==> config.mk <==
export PLATFORM = sky130hd
export DESIGN_NAME = motor_pwm_output_stage
export DESIGN_NICKNAME = d
export VERILOG_FILES = /design/src/logic/pwm_stage_pkg.sv /design/src/logic/motor_pwm_output_stage.sv
export VERILOG_INCLUDE_DIRS = /design/src /design/src/logic
export SDC_FILE = /design/constraint.sdc
export NUM_CORES = 1
export LEC_CHECK = 0
export ABC_AREA = 1
export BUFFER_PORTS_ARGS = -buffer_cell sky130_fd_sc_hd__buf_2
export CAP_MARGIN = 10
export CORE_ASPECT_RATIO = 0.9
export CORE_MARGIN = 3
export CORE_UTILIZATION = 59
export DETAILED_ROUTE_END_ITERATION = 12
export PLACE_DENSITY_LB_ADDON = 0.3
export SETUP_SLACK_MARGIN = 0.5
export SLEW_MARGIN = 30
export SYNTH_ARGS = -nofsm -noshare
export SYNTH_HDL_FRONTEND = slang
export SYNTH_SLANG_ARGS = --single-unit
==> constraint.sdc <==
create_clock -name ref_clk -period 1.7 [get_ports ref_clk]
set_input_delay 0.425 -clock ref_clk [delete_from_list [all_inputs] [get_ports ref_clk]]
set_output_delay 0.425 -clock ref_clk [all_outputs]
set_load 0.005 [all_outputs]
==> src/logic/pwm_stage_regs.svh <==
/*
 * Register offsets, field positions and reset values of the
 * motor PWM output stage.
 * Assumes a 4-bit register address and 8-bit register data.
 */
`ifndef PWM_STAGE_REGS_SVH
`define PWM_STAGE_REGS_SVH

`define ADDR_CONFIG      4'h0
`define ADDR_DEADTIME    4'h1
`define ADDR_DISABLE_BANK_MAPPING      4'h2
`define ADDR_OVERRIDE    4'h3
`define ADDR_CONTROL     4'h4
`define ADDR_FAULT_CTRL  4'h5
`define ADDR_FAULT_STAT  4'h6
`define ADDR_OUT_STATUS  4'h7

`define CFG_CHANNEL_INDEPENDENCE_OPTION        0
`define CFG_TOP_NEG      1
`define CFG_BOT_NEG      2

`define OVR_ENABLE       7

`define CTL_ENABLE       0
`define CTL_DIS_X        1
`define CTL_DIS_Y        2

`define FCT_FMODE1       0
`define FCT_FMODE4       1
`define FCT_FINT1        2
`define FCT_FINT4        3

`define FST_FLAG1        0
`define FST_PIN1         1
`define FST_FLAG4        2
`define FST_PIN4         3

`define OST_OFF_X        6
`define OST_OFF_Y        7

`define DEADTIME_RESET   8'hff
`define DISABLE_BANK_MAPPING_RESET     8'hff

`endif

==> src/logic/pwm_stage_pkg.sv <==
/*
 * Types of the motor PWM output stage: register port request and the
 * complete state of the stage.
 * Assumes the offsets in pwm_stage_regs.svh.
 */
package pwm_stage_pkg;

    typedef struct packed {
        logic [3:0] addr;
        logic [7:0] wdata;
        logic       wr;
        logic       rd;
    } bus_req_type;

    typedef struct packed {
        logic            cfg_written;
        logic            channel_independence_option;
        logic            top_neg;
        logic            bot_neg;
        logic            dt_written;
        logic [7:0]      deadtime;
        logic            map_written;
        logic [7:0]      disable_bank_mapping;
        logic [7:0]      override;
        logic            enable;
        logic            dis_x;
        logic            dis_y;
        logic            fmode1;
        logic            fmode4;
        logic            fint1;
        logic            fint4;
        logic [1:0]      sync1;
        logic [1:0]      sync2;
        logic [1:0]      f_prev;
        logic            flag1;
        logic            flag4;
        logic            src_override;
        logic            off_x;
        logic            off_y;
        logic [2:0]      dt_in;
        logic [2:0][7:0] dt_cnt;
        logic [5:0]      pin;
        logic [5:0]      oe_n;
        logic [7:0]      rdata;
        logic [1:0]      irq;
    } stage_state_type;

endpackage

==> src/logic/motor_pwm_output_stage.sv <==
/*
 * Output stage of a six-channel motor PWM: channel pairing, dead-time
 * insertion, polarity, software override of the pins and two disable
 * banks fed by fault pins and software disable bits.
 * Assumes a generator on ref_clk that supplies six raw outputs and a
 * one-cycle pulse at the start of each counting period; fault pins are
 * asynchronous and are synchronised here.
 */
// Notes on behaviour
// - Six independent channels or three complementary pairs, set once.
// - Complementary: one generator output drives a pair; else one each.
// - Dead-time is an 8-bit count of clock cycles, written once.
// - Dead-time counts clock cycles, never prescaled generator ticks.
// - Complementary: top signal feeds dead-time logic, bottom derived.
// - Any dead-time input change holds both pair outputs inactive.
// - With override on, odd override bits feed the dead-time logic.
// - Top polarity sets outputs 1,3,5; bottom sets 2,4,6.
// - Both polarity options sit in a write-once configuration register.
// - Override on: independent outputs follow their override bits.
// - Complementary override: even bit 1 complements top, 0 inactive.
// - Override keeps polarity, never both active, keeps dead-time.
// - Odd override bit toggles insert dead-time; even bit changes not.
// - Override leaves generator and current sensing running.
// - Override drives the pins even with the module disabled.
// - Clearing override returns generator at next period start; code drops override at once with the module disabled.
// - Fault input high or software disable forces mapped outputs off.
// - Bank X: fault input 1 plus bank X software disable.
// - Bank Y: fault input 4 plus bank Y disable, via write-once map.
// - Mapping all ones: any disable forces all six outputs inactive.
// - Manual mode: fault 4 clears only with input low; fault 1 always.
// - Each fault input raises its own interrupt request.
`include "pwm_stage_regs.svh"

module motor_pwm_output_stage
    import pwm_stage_pkg::*;
(
    input  wire logic        ref_clk,
    input  wire logic        rst_n,
    input  wire bus_req_type bus_req,
    output logic [7:0]       rdata,
    input  wire logic [5:0]  gen_out,
    input  wire logic        cycle_start,
    input  wire logic        fault1_pin,
    input  wire logic        fault4_pin,
    output logic [5:0]       pwm_pin,
    output logic [5:0]       pwm_oe_n,
    output logic [1:0]       fault_irq
);

    stage_state_type s;
    stage_state_type next_s;

    // Pin level for an active or inactive channel
    function automatic logic drive_level(input logic act, input logic neg);
        drive_level = act ^ neg;
    endfunction

    // Bank Y mapping bit serving output i
    function automatic logic map_y(input logic [7:0] map, input int i);
        map_y = (i < 3) ? map[6] : map[7];
    endfunction

    logic [5:0] neg_mask;
    logic [5:0] pin_act;

    assign neg_mask = {3{s.bot_neg, s.top_neg}};
    assign pin_act  = s.pin ^ neg_mask;

    always_comb begin
        logic       wr_cfg;
        logic       ack1;
        logic       ack4;
        logic [1:0] rise;
        logic       cond1;
        logic       cond4;
        logic       release_ok;
        logic [5:0] gen;
        logic [5:0] act;
        logic       in_now;
        logic       changed;
        logic       hold;
        logic       drive;
        wr_cfg     = 1'b0;
        ack1       = 1'b0;
        ack4       = 1'b0;
        rise       = 2'b00;
        cond1      = 1'b0;
        cond4      = 1'b0;
        release_ok = 1'b0;
        gen        = 6'h00;
        act        = 6'h00;
        in_now     = 1'b0;
        changed    = 1'b0;
        hold       = 1'b0;
        drive      = 1'b0;
        next_s     = s;

        // Fault pin synchronisers and edge history
        next_s.sync1  = {fault4_pin, fault1_pin};
        next_s.sync2  = s.sync1;
        next_s.f_prev = s.sync2;
        rise          = s.sync2 & ~s.f_prev;

        if (bus_req.wr) begin
            case (bus_req.addr)
                `ADDR_CONFIG: begin
                    if (!s.cfg_written) begin
                        next_s.cfg_written = 1'b1;
                        next_s.channel_independence_option   = bus_req.wdata[`CFG_CHANNEL_INDEPENDENCE_OPTION];
                        next_s.top_neg = bus_req.wdata[`CFG_TOP_NEG];
                        next_s.bot_neg = bus_req.wdata[`CFG_BOT_NEG];
                    end
                    wr_cfg = 1'b1;
                end
                `ADDR_DEADTIME: begin
                    if (!s.dt_written) begin
                        next_s.dt_written = 1'b1;
                        next_s.deadtime   = bus_req.wdata;
                    end
                end
                `ADDR_DISABLE_BANK_MAPPING: begin
                    if (!s.map_written) begin
                        next_s.map_written = 1'b1;
                        next_s.disable_bank_mapping      = bus_req.wdata;
                    end
                end
                `ADDR_OVERRIDE: begin
                    next_s.override = bus_req.wdata;
                end
                `ADDR_CONTROL: begin
                    next_s.enable = bus_req.wdata[`CTL_ENABLE];
                    next_s.dis_x  = bus_req.wdata[`CTL_DIS_X];
                    next_s.dis_y  = bus_req.wdata[`CTL_DIS_Y];
                end
                `ADDR_FAULT_CTRL: begin
                    next_s.fmode1 = bus_req.wdata[`FCT_FMODE1];
                    next_s.fmode4 = bus_req.wdata[`FCT_FMODE4];
                    next_s.fint1  = bus_req.wdata[`FCT_FINT1];
                    next_s.fint4  = bus_req.wdata[`FCT_FINT4];
                end
                `ADDR_FAULT_STAT: begin
                    ack1 = bus_req.wdata[`FST_FLAG1];
                    ack4 = bus_req.wdata[`FST_FLAG4];
                end
                default: begin
                    wr_cfg = 1'b0;
                end
            endcase
        end

        // Event flags: a new edge wins over an acknowledge
        next_s.flag1 = (s.flag1 & ~ack1) | rise[0];
        next_s.flag4 = (s.flag4 & ~ack4) | rise[1];
        // One request line per fault input
        next_s.irq = {next_s.flag4 & next_s.fint4,
                      next_s.flag1 & next_s.fint1};

        // Manual fault 1 follows its flag, fault 4 also its pin
        cond1 = s.fmode1 ? s.sync2[0] : s.flag1;
        cond4 = s.fmode4 ? s.sync2[1] : (s.flag4 | s.sync2[1]);

        // Disable immediately, release at period start or while override holds the pins
        release_ok   = cycle_start | s.src_override;
        next_s.off_x = cond1 | s.dis_x | (s.off_x & ~release_ok);
        next_s.off_y = cond4 | s.dis_y | (s.off_y & ~release_ok);

        // Generator regains the pins at a period start; with the module disabled override drops at once
        next_s.src_override = s.override[`OVR_ENABLE] |
            (s.src_override & ~cycle_start & s.enable);

        // Generator is only gated at the pins, never stopped here
        gen = s.enable ? gen_out : 6'h00;

        for (int p = 0; p < 3; p++) begin
            if (s.channel_independence_option) begin
                act[2*p]   = s.src_override ? s.override[2*p] : gen[2*p];
                // Each output uses its own generator channel
                act[2*p+1] = s.src_override ? s.override[2*p+1]
                                            : gen[2*p+1];
                next_s.dt_in[p]  = act[2*p];
                next_s.dt_cnt[p] = 8'h00;
            end else begin
                // Odd override bits replace the generator
                in_now  = s.src_override ? s.override[2*p] : gen[2*p];
                changed = in_now != s.dt_in[p];
                // Counted on every clock, never on prescaled ticks
                if (changed) begin
                    next_s.dt_cnt[p] = s.deadtime;
                end else if (s.dt_cnt[p] != 8'h00) begin
                    next_s.dt_cnt[p] = s.dt_cnt[p] - 8'h01;
                end
                next_s.dt_in[p] = in_now;
                // Both outputs inactive through the dead-time
                hold = changed ? (s.deadtime != 8'h00)
                               : (s.dt_cnt[p] > 8'h01);
                // Top from the dead-time input, bottom derived
                act[2*p] = in_now & ~hold;
                // Even override bit gates the complement
                // Even bit change inserts no gap yet waits for it
                act[2*p+1] = (s.src_override ? s.override[2*p+1] : 1'b1)
                           & ~in_now & ~hold;
            end
        end

        for (int i = 0; i < 6; i++) begin
            // Mapping bits select outputs per bank
            // All mapping bits set cover every output
            if ((next_s.off_x & s.disable_bank_mapping[i]) |
                (next_s.off_y & map_y(s.disable_bank_mapping, i))) begin
                act[i] = 1'b0;
            end
            // Odd outputs use top polarity, even ones bottom
            next_s.pin[i] = drive_level(act[i],
                                        (i % 2 == 0) ? s.top_neg
                                                     : s.bot_neg);
        end

        // Override drives the pins without the module enable
        drive       = s.enable | s.override[`OVR_ENABLE];
        next_s.oe_n = {6{~drive}};

        next_s.rdata = 8'h00;
        if (bus_req.rd) begin
            case (bus_req.addr)
                `ADDR_CONFIG: begin
                    next_s.rdata = {5'h00, s.bot_neg, s.top_neg, s.channel_independence_option};
                end
                `ADDR_DEADTIME: begin
                    next_s.rdata = s.deadtime;
                end
                `ADDR_DISABLE_BANK_MAPPING: begin
                    next_s.rdata = s.disable_bank_mapping;
                end
                `ADDR_OVERRIDE: begin
                    next_s.rdata = s.override;
                end
                `ADDR_CONTROL: begin
                    next_s.rdata = {5'h00, s.dis_y, s.dis_x, s.enable};
                end
                `ADDR_FAULT_CTRL: begin
                    next_s.rdata = {4'h0, s.fint4, s.fint1,
                                    s.fmode4, s.fmode1};
                end
                `ADDR_FAULT_STAT: begin
                    next_s.rdata = {4'h0, s.sync2[1], s.flag4,
                                    s.sync2[0], s.flag1};
                end
                `ADDR_OUT_STATUS: begin
                    next_s.rdata = {s.off_y, s.off_x, s.pin};
                end
                default: begin
                    next_s.rdata = 8'h00;
                end
            endcase
        end
        if (wr_cfg && s.cfg_written) begin
            next_s.channel_independence_option = s.channel_independence_option;
        end
    end

    always_ff @(posedge ref_clk) begin
        if (!rst_n) begin
            s          <= '0;
            s.deadtime <= `DEADTIME_RESET;
            s.disable_bank_mapping   <= `DISABLE_BANK_MAPPING_RESET;
            s.oe_n     <= 6'h3f;
        end else begin
            s <= next_s;
        end
    end

    assign rdata     = s.rdata;
    assign pwm_pin   = s.pin;
    assign pwm_oe_n  = s.oe_n;
    assign fault_irq = s.irq;
endmodule

==> flow_results.org, run 1 <==
** Run status
- The run finished with clean final reports.

** Yosys
- The Yosys step of the flow raised 0 warnings.
- Multiplexer area fraction after synthesis :: 0%
- Post-synth ARST share :: 0%
- Post-Synthesis Cells :: 646
- Compound-cell area share of the yosys netlist :: 15.4%
- Post-synthesis average cell area :: 7.10 um^2
- Sorting the synthesized cells by area gives the leading types as sky130_fd_sc_hd__dfxtp_1 (40%), sky130_fd_sc_hd__nand2_1 (9.0%), sky130_fd_sc_hd__a21oi_1 (7.5%), sky130_fd_sc_hd__inv_1 (6.5%), sky130_fd_sc_hd__nand3_1 (6.0%).
- In this run, synthesis produced a sequential element count of 92.
- Dominant cell type by area after synthesis :: sky130_fd_sc_hd__dfxtp_1
- Library cell with the highest instance count after synthesis :: sky130_fd_sc_hd__nand2_1
- The number of nets handed over by synthesis was 680.
- Of the total synthesized cell area, the portion taken by AND, OR, NAND and NOR gates is 26.7%.
- After synthesis, flip-flops and latches occupy 40.2% of the total area.
- Mapped cell area :: 4580 um^2
- After Yosys synthesis, full adders, half adders and majority gates account for 2.46% of the synthesized area.
- Synthesized-area fraction occupied by xor and xnor cells :: 2.67%
- By area, the combinational part of the netlist is dominated by simple AND/OR/NAND/NOR gates.
- Sorting the synthesized cells by how often they occur yields sky130_fd_sc_hd__nand2_1 (110), sky130_fd_sc_hd__dfxtp_1 (92), sky130_fd_sc_hd__inv_1 (79).
- Post-synth top area share :: 40.2%
- The netlist uses 36 different library cells.
- Number of enable-type register cells in the synthesized netlist :: 0
- Predominant post-synthesis flop cell :: sky130_fd_sc_hd__dfxtp_1

** Floorplanning
- Top-level I/O count :: 47
- The core region is 7290 um^2.
- Placement row count :: 29
- The die is 89.6 um tall.
- For this configuration, the core starts out at a cell density of 62.9%.
- In this run the horizontal extent of the chip is 98.9 um.
- Area enclosed by the die boundary :: 8870 um^2

** Detailed routing
- Dividing the detail-routed wire length by the instance count gives 17.8 um.
- Detailed router's first-iteration violation count :: 688
- Final routed wirelength across all metal layers :: 14300 um
- Router iterations before antenna repair :: 6
- Antenna violation net count after detailed routing :: 0
- Routed vias :: 4733
- Dividing the detail-routed via count by the number of cells gives 5.87.
- Number of DRC violations after detailed routing :: 0

** Clocking
- Clock tree synthesis found a total of 92 sinks.
- Clock buffer count from CTS :: 9
- After clock tree synthesis, the clock-pin slew on the worst setup and hold paths is 100 ps.
- The H-tree was split into 3 levels.
- TritonCTS built the clock tree.
- In this run the clock root is driven by a sky130_fd_sc_hd__clkbuf_8.
- The later pin in the worst-skew pair is clocked with a latency of 370 ps.
- Clock Tree Buf Depth :: 2

** Critical path
- Maximum fanout encountered on the critical timing path :: 8
- The worst register-to-register path ends at s[34].
- For this design, the slowest cell found on the critical path is sky130_fd_sc_hd__dfxtp_4.
- Worst reg2reg setup slack :: 210 ps
- Critical path cell sequence :: clkinv_8 -> nand3_4 -> nand3_4 -> nand2_4 -> inv_6 -> nor2_8 -> nand2_1 -> a21oi_2
- STA classifies the critical path startpoint as a flop.
- Buffers plus inverters on the worst setup path :: 2
- The largest single stage delay on the critical path is 440 ps.
- Most prevalent standard cell on the critical path :: sky130_fd_sc_hd__nand3_4
- In this design, the largest share of critical-path delay is due to simple AND/OR/NAND/NOR gates.
- In this run the number of cells on the critical path is 8.
- FF-to-FF path depth :: 8
- In this run the worst setup path terminates at s[34].
- Tracing the worst setup path back leads to its startpoint at s[51].
- Critical path required time :: 1990 ps
- Worst flop-to-flop path startpoint :: s[51]
- For the worst setup path, the data arrival time is 1780 ps.
- The setup path with the least slack is of type reg2reg.
- STA classifies the critical path endpoint as a flop.

** Timing
- Setup violations remaining at the end of the flow were counted as 0.
- Adding up every negative setup slack in the final design gives 0 ps.
- RSZ-0062 raised after global routing :: yes
- Headroom to the max-slew limit came out at 78.1%.
- Worst Max-Slew Pin Slew :: 327 ps
- Based on the critical path, the design can be clocked at up to 0.672 GHz.
- Counting I/O delays and the setup requirement, the final critical path takes 1490 ps.
- Final hold analysis gives a worst-case slack of 229 ps.
- Hold violation count in the final report :: 0
- The worst path uses 87.6% of the clock period.
- Clock skew :: 11.9 ps
- Final number of max-transition violations :: 0

** Global route
- Vias in the first global route :: 4188
- For this run, the total global-route usage over all layers was measured as 29.8%.
- First-pass GRT wire length :: 20700 um
- The number of antenna violations at the first check in global routing was 0.
- For this run the aggregate overflow at the end of global routing stands at 0.
- Entering global routing, the biggest net connects 24 pins.

** Place
- After detailed placement, the total cell area comes to 4940 um^2.
- Number of port buffers :: 46
- After detailed placement, the design holds a cell count of 766.
- The wire-length estimate of the detail-placed layout is 9150 um.
- The congestion estimate from routability-driven global placement came to 0.954.

** Cells and area
- The area growth from synthesis to layout is 28.0%.
- Summed area of non-filler cells in the final layout :: 5870 um^2
- Fill count :: 479
- Non-filler instance count after layout :: 806
- In the final design database the tool counted 742 nets.
- Number of antenna repair diodes :: 0
- FF+latch area :: 1890 um^2
- The post-route netlist has 33.8% of its cells at a drive strength greater than 1.
- The multi-input combinational cells in the finished layout cover a total of 2650 um^2.

** Worst hold path
- Along the worst hold path, the cell count comes to 3.
- The tightest min-delay check is of the in2reg type.

** Job
- Max-cap violation count :: 0

** Power
- Power spread over the standard cell area amounts to 1250 nW/um^2.
- The analysis attributes to cell leakage a power of 2.69 nW.
- Power comes to 7.31 mW.
- Maximum vdd ir drop :: 0.888 mV
registers in the layout, summed over array words and instances, names as in the netlist:
| name | cells |
|---|---|
| s | 69 |
| rdata | 8 |
| pwm_pin | 6 |
| next_s | 4 |
| fault_irq | 2 |
| neg_mask | 2 |
| pwm_oe_n | 1 |
routing by layer:
metal  global-route usage, %  share of wire [%]  wire [um]  vias to the layer above
met1                    39.2                 39       5580                     2142
met4                    10.0                4.2        609                        0
met2                    47.4                 44       6370                      321
met3                    8.11                 12       1790                       78
li1                        -                  -          -                     2192
met5                    3.30                  0          0                        -
stage by stage:
step                      util (%)  worst slack (ps)
after floorplan                  -               406
after global placement        67.7               127
after global routing          80.4               167
after detailed placement      67.7              69.2
final                         80.4               211
after CTS                     74.3               346
layout make-up:
type	count	area share (%)
multi-input combinational	428	45.2
inverter	90	6.61
timing repair buffer	87	10.8
sequential	92	32.1
clock buffer	9	2.11
clock inverter	7	1.17
tap	93	1.98
timing repair:
item	in CTS	in global routing
pin swaps	15	24
hold buffers	0	0
buffers inserted	14	10
endpoints found under the setup margin	55	78
gates resized for setup	63	95
where the power goes:
part	leakage, nW	internal [mW]	switching, mW
registers	0.761	2.44	0.231
logic	1.84	1.33	1.85
clock network	0.0911	0.567	0.883
total	2.69	4.34	2.97
logic make-up (layout without fill, tap and decap cells):
| kind of cell | count (synthesis) | count (layout) |
|---|---|---|
| buf+inv | 126 | 193 |
| xor+xnor | 14 | 14 |
| compound gates | 133 | 133 |
| flops | 92 | 92 |
| fa+ha+maj | 9 | 9 |
| simple gates | 272 | 272 |
worst min-delay path: cells and delay by family:
family	cells	cell delay (ps)
AND/OR/NAND/NOR	1	40
buffers and inverters	2	110
placed cells by master (no fill, tap or decap), types with 14 or more instances in the layout:
cell type                 Yosys  layout
sky130_fd_sc_hd__nand3_1     55      41
sky130_fd_sc_hd__inv_1       79      69
sky130_fd_sc_hd__o21ai_1      4      14
sky130_fd_sc_hd__nand2_2     10      15
sky130_fd_sc_hd__o21ai_0     39      28
sky130_fd_sc_hd__buf_2        3      33
sky130_fd_sc_hd__a21oi_1     69      61
sky130_fd_sc_hd__nand2_1    110      90
sky130_fd_sc_hd__nor2_1      72      53
sky130_fd_sc_hd__buf_4       24      37
sky130_fd_sc_hd__buf_6        1      17
sky130_fd_sc_hd__dfxtp_2      0      14
sky130_fd_sc_hd__dfxtp_1     92      71
sky130_fd_sc_hd__nand2_4      0      14
worst min path at each step:
stage,from,endpoint,slack [ps]
final,fault4_pin,next_s[57],230
after global routing,fault4_pin,next_s[57],240
after CTS,fault4_pin,next_s[57],230
after detailed placement,next_s[56],next_s[54],400
after global placement,next_s[57],next_s[55],390
after floorplan,next_s[56],next_s[54],390
(Power assumes the default switching activity.)
==> inputs of run 2 (changes only) <==
--- a/config.mk
+++ b/config.mk
@@ -13,7 +13,7 @@
 export CORE_MARGIN = 3
 export CORE_UTILIZATION = 59
 export DETAILED_ROUTE_END_ITERATION = 12
-export PLACE_DENSITY_LB_ADDON = 0.3
+export PLACE_DENSITY = 0.8
 export SETUP_SLACK_MARGIN = 0.5
 export SLEW_MARGIN = 30
 export SYNTH_ARGS = -nofsm -noshare
==> flow_results.org, run 2 (same netlist as run 1, synthesis figures left out) <==
** Clocking
- Root Buffer :: sky130_fd_sc_hd__clkbuf_8
- The clock edge transition at the registers on the reported setup and hold paths is 100 ps (about the same).
- The count of clock tree sinks was 92 (unchanged).
- Worst-skew pair later-pin latency :: 360 ps (about the same)
- Number of H-tree levels :: 3 (unchanged)
- TritonCTS built the clock tree.
- Clock buffer count from CTS :: 9 (unchanged)
- The number of hold-repair buffers added at the cts stage came to 0 (unchanged).
- The maximum root-to-sink buffer count came to 2 (unchanged).

** Critical path
- Arr. time, crit path :: 1690 ps (-90 ps)
- The critical path starts at s[39].
- Worst reg2reg setup slack :: 310 ps (+100 ps)
- The worst setup path is launched from a flop.
- The number of cells on the worst reg-to-reg path is 7 (-1).
- Worst flop-to-flop path startpoint :: s[39]
- Crit Path Class :: reg2reg
- STA classifies the critical path endpoint as a flop.
- Reg-to-reg critical path endpoint :: s[38]
- Maximum fanout encountered on the critical timing path :: 4 (-4)
- The required time of the worst setup path came to 2000 ps (about the same).

** Place
- Placed instance count :: 763 (-0.39%)
- Final GP Congestion :: 0.978 (+2.5%)
- Number of port buffers :: 46 (unchanged)
- The total cell area at the placement stage was 4910 um^2 (-0.46%).
- Detailed placement HPWL :: 9140 um (about the same)

** Worst hold path
- The worst hold path belongs to the class in2reg.
- Number of stages on the worst hold path :: 3 (unchanged)
- Beginning of the worst hold path :: fault4_pin
- The worst hold path terminates at next_s[57].

** Cells and area
- Relative to the synthesized area, the layout overhead comes to 28.4%.
- Summed area of non-filler cells in the final layout :: 5880 um^2 (+0.30%)
- Most common cell after layout, fill and taps aside :: sky130_fd_sc_hd__nand2_1
- Register containing the most flip-flops in the final layout :: s
- The top cell types in the final layout, fill and taps aside, are sky130_fd_sc_hd__nand2_1 (95), sky130_fd_sc_hd__inv_1 (70), sky130_fd_sc_hd__dfxtp_1 (66), sky130_fd_sc_hd__a21oi_1 (63), sky130_fd_sc_hd__nor2_1 (53).
- Number of antenna repair diodes :: 0 (unchanged)
- The number of nets in the final layout was 747 (+0.67%).
- The fraction of layout instances using a drive strength above 1 came to 33.8% (+0.043 points).
- Flip-flop count of the largest register after layout :: 69 (unchanged)
- Non-filler instance count after layout :: 811 (+0.62%)

** Floorplanning
- The placement row count is 29 (unchanged).
- Area enclosed by the die boundary :: 8870 um^2 (unchanged)
- The die span in y was 89.6 um (unchanged).
- Top-level I/O count :: 47 (unchanged)
- Floorplan core area :: 7290 um^2 (unchanged)
- The width of the die is 98.9 um (unchanged).
- Starting density of the core :: 62.9% (unchanged)

** Job
- The number of max-capacitance violations reported came to 0 (unchanged).

** Global route
- The global routing usage summed across all routing layers is 30.5% (+0.77 points).
- The via count of the first global-routing pass was 4269 (+1.9%).
- The number of antenna violations at the first check in global routing is 0 (unchanged).
- First-pass GRT wire length :: 20900 um (+1.3%)
- The remaining global-route overflow is 0 (unchanged).
- The pin count of the biggest net entering global routing came to 23 (-4.2%).

** Detailed routing
- The number of design-rule violations left by the first detailed-router iteration was 509 (-26%).
- The detailed-route wire length per cell came to 17.5 um (-1.5%).
- Routed vias :: 4674 (-1.2%)
- Final routed wirelength across all metal layers :: 14200 um (-0.86%)
- Router iterations before antenna repair :: 6 (unchanged)
- Antenna violation net count after detailed routing :: 0 (unchanged)
- The final routed DRC violation total is 0 (unchanged).
- The via density per instance is 5.76 (-1.9%).

** Power
- The switching power summed over all nets is 2.86 mW (-3.7%).
- Combinational group share of total power :: 42.8% (-0.8 points)
- Post-route total power :: 7.34 mW (+0.39%)
- Clock network fraction of total power :: 20.6% (+0.8 points)
- Static leakage power :: 2.70 nW (+0.31%)
- The sequential group share of total power is 36.6% (about the same).
- The fraction of power spent switching nets came to 39.0% (-1.6 points).
- The internal portion of total power is 4.48 mW (+3.2%).
- Ratio of total power to cell area :: 1250 nW/um^2 (about the same)
- Maximum vdd ir drop :: 1.00 mV (+13%)

** Timing
- Highest attainable clock frequency :: 0.720 GHz (+7.1%)
- RSZ-0062 raised after global routing :: yes
- The final critical delay including setup and external delays is 1390 ps (-99.1 ps).
- The number of pins with negative max-slew slack in the final report came to 0 (unchanged).
- Setup Viol. Count Final :: 0 (unchanged)
- The final setup TNS came to 0 ps (unchanged).
- Clock skew :: 11.8 ps (-0.0834 ps)
- The headroom to the max-slew limit was 60.5% (-18 points).
- The slew at the pin with the worst max-slew slack was 586 ps (+259 ps).
- The portion of the clock cycle consumed by the worst path in the final layout was 81.7% (-5.8 points).
- The final number of hold-violating endpoints came to 0 (unchanged).

** Run status
- The run finished with clean final reports.
-- run 2: what timing repair did --
action	4_1_cts	5_1_grt
pin swaps	15	25
buffers inserted	24	7
gates cloned	0	1
resized for setup	65	86
setup endpoints to repair	56	80
-- run 2: worst max-delay path by stage --
stage                  to
2_1_floorplan       s[74]
3_3_place_gp        s[85]
3_5_place_dp        s[85]
4_1_cts             s[31]
5_1_grt        pwm_pin[3]
6_report            s[38]
-- run 2: layout make-up --
class,instances,area [um^2]
tap,93,116
clock buffer,9,124
fill,490,1410
multi-input combinational,428,2610
timing repair buffer,92,687
sequential,92,1890
clock inverter,7,75.1
inverter,90,383
-- run 2: worst max-delay path, stage by stage (launching register included) --
cell,delay [ps]
sky130_fd_sc_hd__dfxtp_2,360
sky130_fd_sc_hd__inv_4,90
sky130_fd_sc_hd__ha_4,120
sky130_fd_sc_hd__nand4_1,230
sky130_fd_sc_hd__nand3b_1,290
sky130_fd_sc_hd__o21ai_2,70
sky130_fd_sc_hd__o21ai_1,90
sky130_fd_sc_hd__inv_1,80
-- run 2: stage by stage --
step / hold slack [ps] / setup slack [ps] / util [%]
2_1_floorplan: 390 / 406 / -
3_3_place_gp: 399 / 122 / 67.4
3_5_place_dp: 410 / 104 / 67.4
4_1_cts: 236 / 378 / 75.1
5_1_grt: 237 / 197 / 80.7
6_report: 233 / 310 / 80.7
-- run 2: routing by layer --
metal / up-vias / routed length, um / global-route usage [%]
li1: 2192 / - / -
met1: 2146 / 5720 / 41.5
met2: 288 / 6470 / 46.7
met3: 48 / 1700 / 8.26
met4: 0 / 335 / 11.9
met5: - / 0 / 0
-- run 2: power by group through the flow --
stage	Sequential [mW]	Clock, mW	Combinational (mW)
5_1_grt	2.71	1.60	3.44
2_1_floorplan	2.60	0	1.87
3_5_place_dp	2.65	0	2.26
4_1_cts	2.64	1.50	2.60
6_report	2.68	1.51	3.14
3_3_place_gp	2.63	0	2.18
